<file path="config.mk">
export PLATFORM = sky130hd
export DESIGN_NAME = xma_top
export DESIGN_NICKNAME = d
export VERILOG_FILES = /design/src/inc/xma_pkg.sv /design/src/rtl/xma_addsub.sv /design/src/rtl/xma_rotator.sv /design/src/rtl/xma_top.sv
export VERILOG_INCLUDE_DIRS = /design/src /design/src/inc
export SDC_FILE = /design/constraint.sdc
export NUM_CORES = 2
export LEC_CHECK = 0
export BUFFER_PORTS_ARGS = -buffer_cell sky130_fd_sc_hd__buf_2
export CAP_MARGIN = 40
export CORE_MARGIN = 5
export CORE_UTILIZATION = 62
export CTS_BUF_LIST = sky130_fd_sc_hd__clkbuf_16
export CTS_CLUSTER_SIZE = 14
export DETAILED_ROUTE_END_ITERATION = 16
export PLACE_DENSITY = 0.78
export REMOVE_ABC_BUFFERS = 1
export SETUP_SLACK_MARGIN = 0.05
export SYNTH_ARGS = -nofsm -noshare
export SYNTH_HDL_FRONTEND = slang
export SYNTH_HIERARCHICAL = 1
export SYNTH_SLANG_ARGS = --single-unit
</file>
<file path="constraint.sdc">
create_clock -name clk_sys_i -period 22.8 [get_ports clk_sys_i]
set_input_delay 2.28 -clock clk_sys_i [delete_from_list [all_inputs] [get_ports clk_sys_i]]
set_output_delay 2.28 -clock clk_sys_i [all_outputs]
set_load 0.005 [all_outputs]
</file>
<file path="src/inc/xma_defines.svh">
// Behaviour
// - far ops address any memory section by full address, ignoring bank selection.
// - add-with-carry sums memory, working and carry; sets OV Z AC C SC.
// - plain add sums memory and working without carry; sets OV Z AC C SC.
// - AND of working and memory to working or memory; only zero flag changes.
// - OR of working and memory to working or memory; only zero flag changes.
// - byte clear writes zero to memory; flags untouched.
// - bit clear zeroes only the chosen memory bit; flags untouched.
// - complement inverts memory to memory or working; updates zero flag.
// - decimal adjust adds 6 per nibble when nibble above 9 or its carry (AC for low, C for high).
// - adjusted value goes to memory; only carry may change.
// - decrement memory to memory or working; updates zero flag.
// - increment memory to memory or working; updates zero flag.
// - move copies memory to working or working to memory; flags untouched.
// - rotate left, old bit 7 into bit 0; flags untouched.
// - rotate left through carry: old carry to bit 0, bit 7 to carry.
// - rotate right, old bit 0 into bit 7; flags untouched.
// - rotate right through carry: old carry to bit 7, bit 0 to carry.
// - subtract-with-borrow: working minus memory minus inverted carry into working.
// - after subtraction carry clear on negative, set on zero or positive.
// - subtract-with-borrow updates OV Z AC C SC and CZ.
`ifndef XMA_DEFINES_SVH
`define XMA_DEFINES_SVH

`define XMA_DATA_W 8
`define XMA_NIB_W 4
`define XMA_MEM_AW 9
`define XMA_WB_AW 8
`define XMA_WB_DW 32

// register byte offsets
`define XMA_OFS_CTRL 8'h00
`define XMA_OFS_ADDR 8'h04
`define XMA_OFS_WREG 8'h08
`define XMA_OFS_FLAGS 8'h0c
`define XMA_OFS_MDATA 8'h10
`define XMA_OFS_STAT 8'h14

// control field layout
`define XMA_CTRL_OP_LSB 0
`define XMA_CTRL_OP_W 5
`define XMA_CTRL_BIT_LSB 5
`define XMA_CTRL_BIT_W 3

// reset values
`define XMA_RST_BYTE 8'h00
`define XMA_RST_FLAGS 6'h00

// arithmetic constants
`define XMA_BYTE_ZERO 8'h00
`define XMA_BYTE_ONE 8'h01
`define XMA_BCD_MAX 4'h9
`define XMA_DAA_LO 8'h06
`define XMA_DAA_HI 8'h60

`endif

</file>
<file path="src/inc/xma_pkg.sv">
`include "xma_defines.svh"

package xma_pkg;

   // operation codes, numbered from zero in this order
   typedef enum logic [`XMA_CTRL_OP_W-1:0] {
      far_add_with_carry_to_working,
      far_add_with_carry_to_memory,
      far_add_to_working,
      far_add_to_memory,
      far_bitwise_conjunction,
      far_bitwise_conjunction_to_memory,
      far_byte_clear,
      far_bit_clear,
      far_invert_in_place,
      far_invert_to_working,
      far_decimal_adjust_to_memory,
      far_decrement_in_place,
      far_decrement_to_working,
      far_increment_in_place,
      far_increment_to_working,
      far_move_to_working,
      far_move_to_memory,
      far_bitwise_disjunction,
      far_bitwise_disjunction_to_memory,
      far_rotate_left,
      far_rotate_left_to_working,
      far_rotate_left_through_carry,
      far_rotate_left_carry_to_working,
      far_rotate_right,
      far_rotate_right_to_working,
      far_rotate_right_through_carry,
      far_rotate_right_carry_to_working,
      far_subtract_with_borrow
   } xma_op_t;

   typedef enum logic [1:0] {
      st_idle,
      st_fetch,
      st_exec
   } xma_state_t;

   // status flags, carry in bit 0
   typedef struct packed {
      logic chained_zero_flag;
      logic signed_result_flag;
      logic overflow_flag;
      logic zero_flag;
      logic half_carry_flag;
      logic carry_flag;
   } xma_flags_t;

   // classic wishbone request
   typedef struct packed {
      logic cyc;
      logic stb;
      logic we;
      logic [3:0] sel;
      logic [`XMA_WB_AW-1:0] adr;
      logic [`XMA_WB_DW-1:0] dat;
   } xma_wb_req_t;

endpackage

</file>
<file path="src/rtl/xma_addsub.sv">
`timescale 1ns/10ps
`default_nettype none
`include "xma_defines.svh"

module xma_addsub #(
   parameter int W = `XMA_DATA_W
) (
   // operands
   input wire logic [W-1:0] a_i,
   input wire logic [W-1:0] b_i,
   input wire logic cin_i,
   input wire logic sub_i,
   // result and flags
   output logic [W-1:0] res_o,
   output logic c_o,
   output logic ac_o,
   output logic ov_o,
   output logic sc_o
);

   logic [W-1:0] bx;
   logic [W:0] full;
   logic [`XMA_NIB_W:0] nib;

   // subtraction as a + ~b + cin, so carry reads as not-borrow
   assign bx = sub_i ? ~b_i : b_i;
   assign full = {1'b0, a_i} + {1'b0, bx} + {{W{1'b0}}, cin_i};
   assign nib = {1'b0, a_i[`XMA_NIB_W-1:0]} + {1'b0, bx[`XMA_NIB_W-1:0]}
              + {{`XMA_NIB_W{1'b0}}, cin_i};
   assign res_o = full[W-1:0];
   assign c_o = full[W];
   assign ac_o = nib[`XMA_NIB_W];
   // signed overflow and true sign of the result
   assign ov_o = (a_i[W-1] == bx[W-1]) & (res_o[W-1] != a_i[W-1]);
   assign sc_o = ov_o ^ res_o[W-1];

endmodule
`default_nettype wire

</file>
<file path="src/rtl/xma_rotator.sv">
`timescale 1ns/10ps
`default_nettype none
`include "xma_defines.svh"

module xma_rotator #(
   parameter int W = `XMA_DATA_W
) (
   // operand and control
   input wire logic [W-1:0] d_i,
   input wire logic cin_i,
   input wire logic left_i,
   input wire logic through_i,
   // result
   output logic [W-1:0] res_o,
   output logic cout_o
);

   logic fill_l;
   logic fill_r;

   // through carry takes old carry, plain rotate wraps the far bit
   assign fill_l = through_i ? cin_i : d_i[W-1];
   assign fill_r = through_i ? cin_i : d_i[0];
   assign res_o = left_i ? {d_i[W-2:0], fill_l} : {fill_r, d_i[W-1:1]};
   assign cout_o = left_i ? d_i[W-1] : d_i[0];

endmodule
`default_nettype wire

</file>
<file path="src/rtl/xma_top.sv">
`timescale 1ns/10ps
`default_nettype none
`include "xma_defines.svh"

module xma_top #(
   parameter int MEM_AW = `XMA_MEM_AW,
   parameter int W = `XMA_DATA_W
) (
   // clock and reset
   input wire logic clk_sys_i,
   input wire logic rst_i,
   // wishbone slave
   input wire xma_pkg::xma_wb_req_t wb_req_i,
   output logic [`XMA_WB_DW-1:0] wb_dat_o,
   output logic wb_ack_o,
   // status
   output logic busy_o,
   output logic done_o
);

   localparam int DW = `XMA_WB_DW;

   // state
   xma_pkg::xma_state_t state;
   xma_pkg::xma_state_t next_state;
   xma_pkg::xma_op_t op;
   xma_pkg::xma_flags_t flags;
   xma_pkg::xma_flags_t next_flags;
   logic [`XMA_CTRL_BIT_W-1:0] bit_idx;
   logic [MEM_AW-1:0] far_addr;
   logic [MEM_AW-1:0] next_far_addr;
   logic [W-1:0] working;
   logic [W-1:0] operand;
   logic [W-1:0] mem [0:(2**MEM_AW)-1];
   logic [W-1:0] mem_rd;

   // bus decode
   logic bus_req;
   logic bus_wr;
   logic idle;
   logic sel_ctrl;
   logic sel_addr;
   logic sel_wreg;
   logic sel_flags;
   logic sel_mdata;
   logic sel_stat;
   logic lane0;
   logic [15:0] lane_mask;
   logic [MEM_AW-1:0] addr_mask;
   logic go;
   logic sw_wreg_wr;
   logic sw_flags_wr;
   logic sw_mem_wr;
   logic [DW-1:0] next_rdata;

   // datapath wires
   logic [W-1:0] res;
   logic to_mem;
   logic to_working;
   logic [W-1:0] as_res;
   logic as_c;
   logic as_ac;
   logic as_ov;
   logic as_sc;
   logic as_cin;
   logic as_sub;
   logic [W-1:0] rot_res;
   logic rot_cout;
   logic rot_left;
   logic rot_through;
   logic res_zero;
   logic daa_lo;
   logic daa_hi;
   logic [W:0] daa_sum;
   logic [W-1:0] daa_add;
   logic [W-1:0] inc_res;
   logic [W-1:0] dec_res;
   logic [W-1:0] bit_mask;
   logic exec;

   // request seen once per transfer; ack drops the cycle after it rose
   assign bus_req = wb_req_i.cyc & wb_req_i.stb & ~wb_ack_o;
   assign bus_wr = bus_req & wb_req_i.we;
   assign idle = (state == xma_pkg::st_idle);
   assign sel_ctrl = (wb_req_i.adr == `XMA_OFS_CTRL);
   assign sel_addr = (wb_req_i.adr == `XMA_OFS_ADDR);
   assign sel_wreg = (wb_req_i.adr == `XMA_OFS_WREG);
   assign sel_flags = (wb_req_i.adr == `XMA_OFS_FLAGS);
   assign sel_mdata = (wb_req_i.adr == `XMA_OFS_MDATA);
   assign sel_stat = (wb_req_i.adr == `XMA_OFS_STAT);
   assign lane0 = wb_req_i.sel[0];
   assign lane_mask = {{8{wb_req_i.sel[1]}}, {8{wb_req_i.sel[0]}}};
   assign addr_mask = lane_mask[MEM_AW-1:0];

   // all writes, the address included, are refused while an op runs,
   // so software cannot race the datapath on working or memory
   assign go = bus_wr & sel_ctrl & lane0 & idle;
   assign sw_wreg_wr = bus_wr & sel_wreg & lane0 & idle;
   assign sw_flags_wr = bus_wr & sel_flags & lane0 & idle;
   assign sw_mem_wr = bus_wr & sel_mdata & lane0 & idle;
   assign next_far_addr = (far_addr & ~addr_mask)
                        | (wb_req_i.dat[MEM_AW-1:0] & addr_mask);

   // read mux, unmapped offsets answer zero
   always_comb begin
      next_rdata = '0;
      if (sel_ctrl) begin
         next_rdata[`XMA_CTRL_OP_LSB +: `XMA_CTRL_OP_W] = op;
         next_rdata[`XMA_CTRL_BIT_LSB +: `XMA_CTRL_BIT_W] = bit_idx;
      end else if (sel_addr) begin
         next_rdata[MEM_AW-1:0] = far_addr;
      end else if (sel_wreg) begin
         next_rdata[W-1:0] = working;
      end else if (sel_flags) begin
         next_rdata[$bits(flags)-1:0] = flags;
      end else if (sel_mdata) begin
         next_rdata[W-1:0] = mem_rd;
      end else if (sel_stat) begin
         next_rdata[0] = ~idle;
      end
   end

   // bus answer, one cycle after the request
   always_ff @(posedge clk_sys_i) begin
      if (rst_i) begin
         wb_ack_o <= 1'b0;
         wb_dat_o <= '0;
      end else begin
         wb_ack_o <= bus_req;
         wb_dat_o <= bus_req ? next_rdata : '0;
      end
   end

   // control registers
   always_ff @(posedge clk_sys_i) begin
      if (rst_i) begin
         op <= xma_pkg::far_add_with_carry_to_working;
         bit_idx <= '0;
         far_addr <= '0;
      end else begin
         if (go) begin
            op <= xma_pkg::xma_op_t'(wb_req_i.dat[`XMA_CTRL_OP_LSB +: `XMA_CTRL_OP_W]);
            bit_idx <= wb_req_i.dat[`XMA_CTRL_BIT_LSB +: `XMA_CTRL_BIT_W];
         end
         if (bus_wr & sel_addr & idle) begin
            far_addr <= next_far_addr;
         end
      end
   end

   // full far address picks section and byte, no bank register involved
   assign mem_rd = mem[far_addr];

   // sequencer: fetch operand, then execute and write back
   always_comb begin
      next_state = state;
      case (state)
         xma_pkg::st_idle: begin
            if (go) begin
               next_state = xma_pkg::st_fetch;
            end
         end
         xma_pkg::st_fetch: begin
            next_state = xma_pkg::st_exec;
         end
         xma_pkg::st_exec: begin
            next_state = xma_pkg::st_idle;
         end
         default: begin
            next_state = xma_pkg::st_idle;
         end
      endcase
   end

   always_ff @(posedge clk_sys_i) begin
      if (rst_i) begin
         state <= xma_pkg::st_idle;
         operand <= `XMA_RST_BYTE;
         done_o <= 1'b0;
      end else begin
         state <= next_state;
         done_o <= exec;
         if (state == xma_pkg::st_fetch) begin
            operand <= mem_rd;
         end
      end
   end

   assign exec = (state == xma_pkg::st_exec);
   assign busy_o = ~idle;

   // shared adder: carry-in only for the carry forms
   assign as_sub = (op == xma_pkg::far_subtract_with_borrow);
   assign as_cin = (op == xma_pkg::far_add_to_working)
                 | (op == xma_pkg::far_add_to_memory) ? 1'b0 : flags.carry_flag;

   xma_addsub #(
      .W(W)
   ) u_addsub (
      .a_i(working),
      .b_i(operand),
      .cin_i(as_cin),
      .sub_i(as_sub),
      .res_o(as_res),
      .c_o(as_c),
      .ac_o(as_ac),
      .ov_o(as_ov),
      .sc_o(as_sc)
   );

   assign rot_left = (op == xma_pkg::far_rotate_left)
                   | (op == xma_pkg::far_rotate_left_to_working)
                   | (op == xma_pkg::far_rotate_left_through_carry)
                   | (op == xma_pkg::far_rotate_left_carry_to_working);
   assign rot_through = (op == xma_pkg::far_rotate_left_through_carry)
                      | (op == xma_pkg::far_rotate_left_carry_to_working)
                      | (op == xma_pkg::far_rotate_right_through_carry)
                      | (op == xma_pkg::far_rotate_right_carry_to_working);

   xma_rotator #(
      .W(W)
   ) u_rotator (
      .d_i(operand),
      .cin_i(flags.carry_flag),
      .left_i(rot_left),
      .through_i(rot_through),
      .res_o(rot_res),
      .cout_o(rot_cout)
   );

   // decimal adjust judges both nibbles of the unadjusted value
   assign daa_lo = (working[`XMA_NIB_W-1:0] > `XMA_BCD_MAX) | flags.half_carry_flag;
   assign daa_hi = (working[W-1:`XMA_NIB_W] > `XMA_BCD_MAX) | flags.carry_flag;
   assign daa_add = (daa_lo ? `XMA_DAA_LO : `XMA_BYTE_ZERO)
                  | (daa_hi ? `XMA_DAA_HI : `XMA_BYTE_ZERO);
   assign daa_sum = {1'b0, working} + {1'b0, daa_add};
   assign inc_res = operand + `XMA_BYTE_ONE;
   assign dec_res = operand - `XMA_BYTE_ONE;
   assign bit_mask = `XMA_BYTE_ONE << bit_idx;
   assign res_zero = (res == `XMA_BYTE_ZERO);

   // result select, destination and flag update per operation
   always_comb begin
      res = operand;
      to_mem = 1'b0;
      to_working = 1'b0;
      next_flags = flags;
      case (op)
         xma_pkg::far_add_with_carry_to_working,
         xma_pkg::far_add_to_working,
         xma_pkg::far_subtract_with_borrow: begin
            res = as_res;
            to_working = 1'b1;
         end
         xma_pkg::far_add_with_carry_to_memory,
         xma_pkg::far_add_to_memory: begin
            res = as_res;
            to_mem = 1'b1;
         end
         xma_pkg::far_bitwise_conjunction: begin
            res = working & operand;
            to_working = 1'b1;
         end
         xma_pkg::far_bitwise_conjunction_to_memory: begin
            res = working & operand;
            to_mem = 1'b1;
         end
         xma_pkg::far_bitwise_disjunction: begin
            res = working | operand;
            to_working = 1'b1;
         end
         xma_pkg::far_bitwise_disjunction_to_memory: begin
            res = working | operand;
            to_mem = 1'b1;
         end
         xma_pkg::far_byte_clear: begin
            res = `XMA_BYTE_ZERO;
            to_mem = 1'b1;
         end
         xma_pkg::far_bit_clear: begin
            res = operand & ~bit_mask;
            to_mem = 1'b1;
         end
         xma_pkg::far_invert_in_place: begin
            res = ~operand;
            to_mem = 1'b1;
         end
         xma_pkg::far_invert_to_working: begin
            res = ~operand;
            to_working = 1'b1;
         end
         xma_pkg::far_decimal_adjust_to_memory: begin
            res = daa_sum[W-1:0];
            to_mem = 1'b1;
            // carry may only be raised, so chained bcd sums keep their carry
            next_flags.carry_flag = flags.carry_flag | daa_sum[W];
         end
         xma_pkg::far_decrement_in_place: begin
            res = dec_res;
            to_mem = 1'b1;
         end
         xma_pkg::far_decrement_to_working: begin
            res = dec_res;
            to_working = 1'b1;
         end
         xma_pkg::far_increment_in_place: begin
            res = inc_res;
            to_mem = 1'b1;
         end
         xma_pkg::far_increment_to_working: begin
            res = inc_res;
            to_working = 1'b1;
         end
         xma_pkg::far_move_to_working: begin
            res = operand;
            to_working = 1'b1;
         end
         xma_pkg::far_move_to_memory: begin
            res = working;
            to_mem = 1'b1;
         end
         xma_pkg::far_rotate_left,
         xma_pkg::far_rotate_right: begin
            res = rot_res;
            to_mem = 1'b1;
         end
         xma_pkg::far_rotate_left_to_working,
         xma_pkg::far_rotate_right_to_working: begin
            res = rot_res;
            to_working = 1'b1;
         end
         xma_pkg::far_rotate_left_through_carry,
         xma_pkg::far_rotate_right_through_carry: begin
            res = rot_res;
            to_mem = 1'b1;
            next_flags.carry_flag = rot_cout;
         end
         xma_pkg::far_rotate_left_carry_to_working,
         xma_pkg::far_rotate_right_carry_to_working: begin
            res = rot_res;
            to_working = 1'b1;
            next_flags.carry_flag = rot_cout;
         end
         default: begin
            res = operand;
         end
      endcase
      // arithmetic group updates carry, half carry, overflow, sign and zero
      if ((op == xma_pkg::far_add_with_carry_to_working) || (op == xma_pkg::far_add_with_carry_to_memory)
          || (op == xma_pkg::far_add_to_working) || (op == xma_pkg::far_add_to_memory) || as_sub) begin
         next_flags.carry_flag = as_c;
         next_flags.half_carry_flag = as_ac;
         next_flags.overflow_flag = as_ov;
         next_flags.signed_result_flag = as_sc;
         next_flags.zero_flag = res_zero;
      end
      // chained zero holds only if this and the previous byte were zero
      if (as_sub) begin
         next_flags.chained_zero_flag = res_zero & flags.zero_flag;
      end
      // logic, complement, increment and decrement touch only zero
      if ((op == xma_pkg::far_bitwise_conjunction) || (op == xma_pkg::far_bitwise_conjunction_to_memory)
          || (op == xma_pkg::far_bitwise_disjunction) || (op == xma_pkg::far_bitwise_disjunction_to_memory)
          || (op == xma_pkg::far_invert_in_place) || (op == xma_pkg::far_invert_to_working)
          || (op == xma_pkg::far_decrement_in_place) || (op == xma_pkg::far_decrement_to_working)
          || (op == xma_pkg::far_increment_in_place) || (op == xma_pkg::far_increment_to_working)) begin
         next_flags.zero_flag = res_zero;
      end
   end

   // working register and flags: datapath or software, never both
   always_ff @(posedge clk_sys_i) begin
      if (rst_i) begin
         working <= `XMA_RST_BYTE;
         flags <= `XMA_RST_FLAGS;
      end else if (exec) begin
         flags <= next_flags;
         if (to_working) begin
            working <= res;
         end
      end else begin
         if (sw_wreg_wr) begin
            working <= wb_req_i.dat[W-1:0];
         end
         if (sw_flags_wr) begin
            flags <= wb_req_i.dat[$bits(flags)-1:0];
         end
      end
   end

   // data memory, no reset: contents are undefined until written
   always_ff @(posedge clk_sys_i) begin
      if (exec & to_mem) begin
         mem[far_addr] <= res;
      end else if (sw_mem_wr) begin
         mem[far_addr] <= wb_req_i.dat[W-1:0];
      end
   end

endmodule
`default_nettype wire

</file>
==> impl_results.md <==
- I/O pins: 84
- Area leader, netlist: edfxtp_1
- Hold Vio Cnt, Final: 0
- Critical Path RT: between 20000 and 25000 ps
- Top_reg_cell synth: edfxtp_1
- GRT Total Usage: 0.316
- DP Worst Slack: about 14000 ps
- Setup Skew: 89.1 ps
- Synthesized flop and latch total: just over 4000
- Die Ht: roughly 530 um
- Synth area leaders: edfxtp_1, mux4_2, nor2_1
- Routed length per instance: about 37 um
- Core Region: about 260000 um2
- Hold_ws: between 400 and 500 ps
- Total vias in the final route: 84800
- Gpl congestion: about 0.94
- Vias in the first global route: about 85000
- Syn. warnings: 6
- Cell Chain, Critical Path: buf_2 > nor4_1 > nand3_1 > nor2_1 > nand3_1 > buf_4 > a31oi_4 > buf_4 > buf_4 > buf_16 > buf_4 > buf_16 > buf_4 > buf_4
- Share of the synthesized area in the top cell type: 0.747
- Worst hold path class: register to register
- Post-cts gate resize count: 0
- H-tree depth: 5
- Maximum clock insertion buffer count: 4
- I/O Buffers: 35
- CP dominant cell by count: buf_4
- # fillers: ~15000
- Die area: approximately 280000 um2
- Fin cells: between 10000 and 15000
- Worst path slowest cell: buf_4
- CTS tree: built
- Async SR Flop Fraction: 0
- Worst setup margin: between 10000 and 15000 ps
- Tightest Pin Transition: 1470 ps
- Post-CTS Setup Bufs: 0
- Hpwl dp: between 200000 and 250000 um
- Layout cell share with drive strength beyond 1: 0.247
- FMAX: roughly 130 MHz
- Tcrit/Tclk final: 0.347
- TritonCTS Buffers: approximately 410
- Antenna violations before repair: 15
- Placed Cells: around 11000
- Post-Syn Instances: 7761
- Final setup TNS: 0 ps
- Fin. max-slew vios: 0
- Synth-to-layout area growth: 10.7%
- RSZ-0062 raised after global routing: no
- Clk slew on worst S/H paths: ~60 ps
- Switch Pwr: roughly 2900 uW
- Residual DRC count: 0
- Synth Cell Area: about 160000 um2
- Drt pass-1 iters: 9
- Root Driver: clkbuf_16
- GRT Residual Overflow: 0
- Sink Count: slightly above 4000
- Slowest stage delay, CP: between 700 and 800 ps
- Endpoints failing setup: 0
- Max cap viols: 0
- Via density: just over 7
- Maximum VDD drop: 0.0000807 V
- Fin nets: around 8100
- Largest net degree at the start of global routing: roughly 210
- Avg Inst Size Synth: between 20 and 25 um2
- Post-synth EDFFs: approximately 4100
- Detailed router's first-iteration violation count: roughly 14000
- Internal power contribution: between 10000 and 15000 uW
- Leak pwr: about 0.057 uW
- Cell variety after synth: 95
- CTS Hold Bufs: 0
- Final WL: between 400000 and 500000 um
- CP arrival: ~8500 ps
- Outcome: complete, no violations
- Starting Density: 0.622
- Most common cell in the netlist: edfxtp_1
- Pwr/cell area: roughly 80 nW/um2
- Fin crit period: about 7900 ps
- Max-slew headroom: 0.0227
- Clk pwr share: 0.446
- Routed Antenna Nets: 0
- First-pass GRT wire length: approximately 630000 um
- FP Rows: 189
- Horiz. Die Dim: 525 um
- Seq pwr share: 0.553
- Clock Latency Late Sink: 950 ps
- Crit path max fanout: 85
- Startpoint Class: input port
- Switching part of the total: 0.193
- Worst Path Class, Setup: input port to register
- Top cells by count, synth: edfxtp_1, mux4_2, nor2_1
- Crit. End Element: register
- Comb pwr share: 0.001
- Sequential cell area fraction in the yosys report: 0.754
metal layers:
metal  share of wire  track usage
met1            0.33        0.427
met2            0.47        0.483
met3            0.13       0.0868
met4           0.064        0.159
met5         0.00028            0
per-stage QoR:
step           power, uW  instance area [um2]   util
2_1_floorplan       8440               161000      -
3_3_place_gp        8440               168000  0.633
3_5_place_dp        8440               169000  0.637
4_1_cts            15000               182000  0.687
5_1_grt            15300               182000  0.689
6_report           15000               182000  0.689
cell usage in the layout (no fill, tap or decap), types with 14 or more instances in the layout:
master,instances
a2111oi_0,15
mux2i_1,232
diode_2,21
nor4_1,17
nand3_1,48
clkbuf_16,411
inv_1,115
nand4_1,26
clkinv_1,85
o221ai_1,42
a211oi_1,25
buf_12,21
a22oi_1,17
conb_1,23
nor3_1,39
o21ai_0,63
a221oi_1,18
nand2b_1,30
buf_4,198
clkinv_2,80
nand2_1,243
o22ai_1,53
mux4_1,30
buf_16,33
edfxtp_1,4096
buf_2,43
nor2_1,665
bufinv_16,47
dfxtp_1,53
ha_1,14
a21oi_1,101
xnor2_1,14
nor2b_1,14
mux4_2,1101
sequential cells by signal, summed over array words and instances, names as in the netlist, named ones only:
signal,count
mem,4096
far_addr,9
wb_dat_o,9
operand,8
working,8
flags,6
op,5
bit_idx,3
state,2
done_o,1
wb_ack_o,1
final cells by class:
| cell class | count | area (um2) | share of cell area |
|---|---|---|---|
| tap | 3533 | 4420 | 0.0242 |
| antenna | 21 | 52.6 | 0.000288 |
| multi-input combinational | 3094 | 37300 | 0.204 |
| inverter | 32 | 139 | 0.000761 |
| sequential | 4157 | 124000 | 0.681 |
| clock inverter | 336 | 2900 | 0.0159 |
| clock buffer | 411 | 10300 | 0.0564 |
| timing repair buffer | 302 | 3080 | 0.0169 |
cell families after synthesis:
group	count (synthesis)	share of synthesized area
flops	4157	0.754
mux	1382	0.171
simple gates	1166	0.0298
buf+inv	532	0.0218
compound gates	482	0.0205
xor+xnor	24	0.00128
fa+ha+maj	17	0.00143
other cells	1	0.0000228
worst max-delay path: cells and delay by family:
| kind | cells | cell delay [ps] |
|---|---|---|
| AND/OR/NAND/NOR | 4 | 1440 |
| AO/OA/AOI/OAI | 1 | 200 |
| buffers and inverters | 9 | 4020 |
power by group through the flow:
stage / Clock (uW) / Combinational (uW) / Sequential [uW]
5_1_grt: 7070 / 16.6 / 8260
3_3_place_gp: 0 / 14.3 / 8420
4_1_cts: 6690 / 15.0 / 8260
2_1_floorplan: 0 / 7.80 / 8430
6_report: 6670 / 15.8 / 8260
3_5_place_dp: 0 / 14.9 / 8420
path summary, 6_finish.rpt:
path | startpoint | to | slack, ps | cells past startpoint
setup reg to reg | register | wb_dat_o[7] | 15480 | 11
hold / removal | flags[3] | flags[3] | 480 | 2
hold reg to reg | flags[3] | flags[3] | 480 | 2
setup / recovery | wb_req_i[32] | mem[212][0] | 14890 | 14
(Power assumes the default switching activity.)
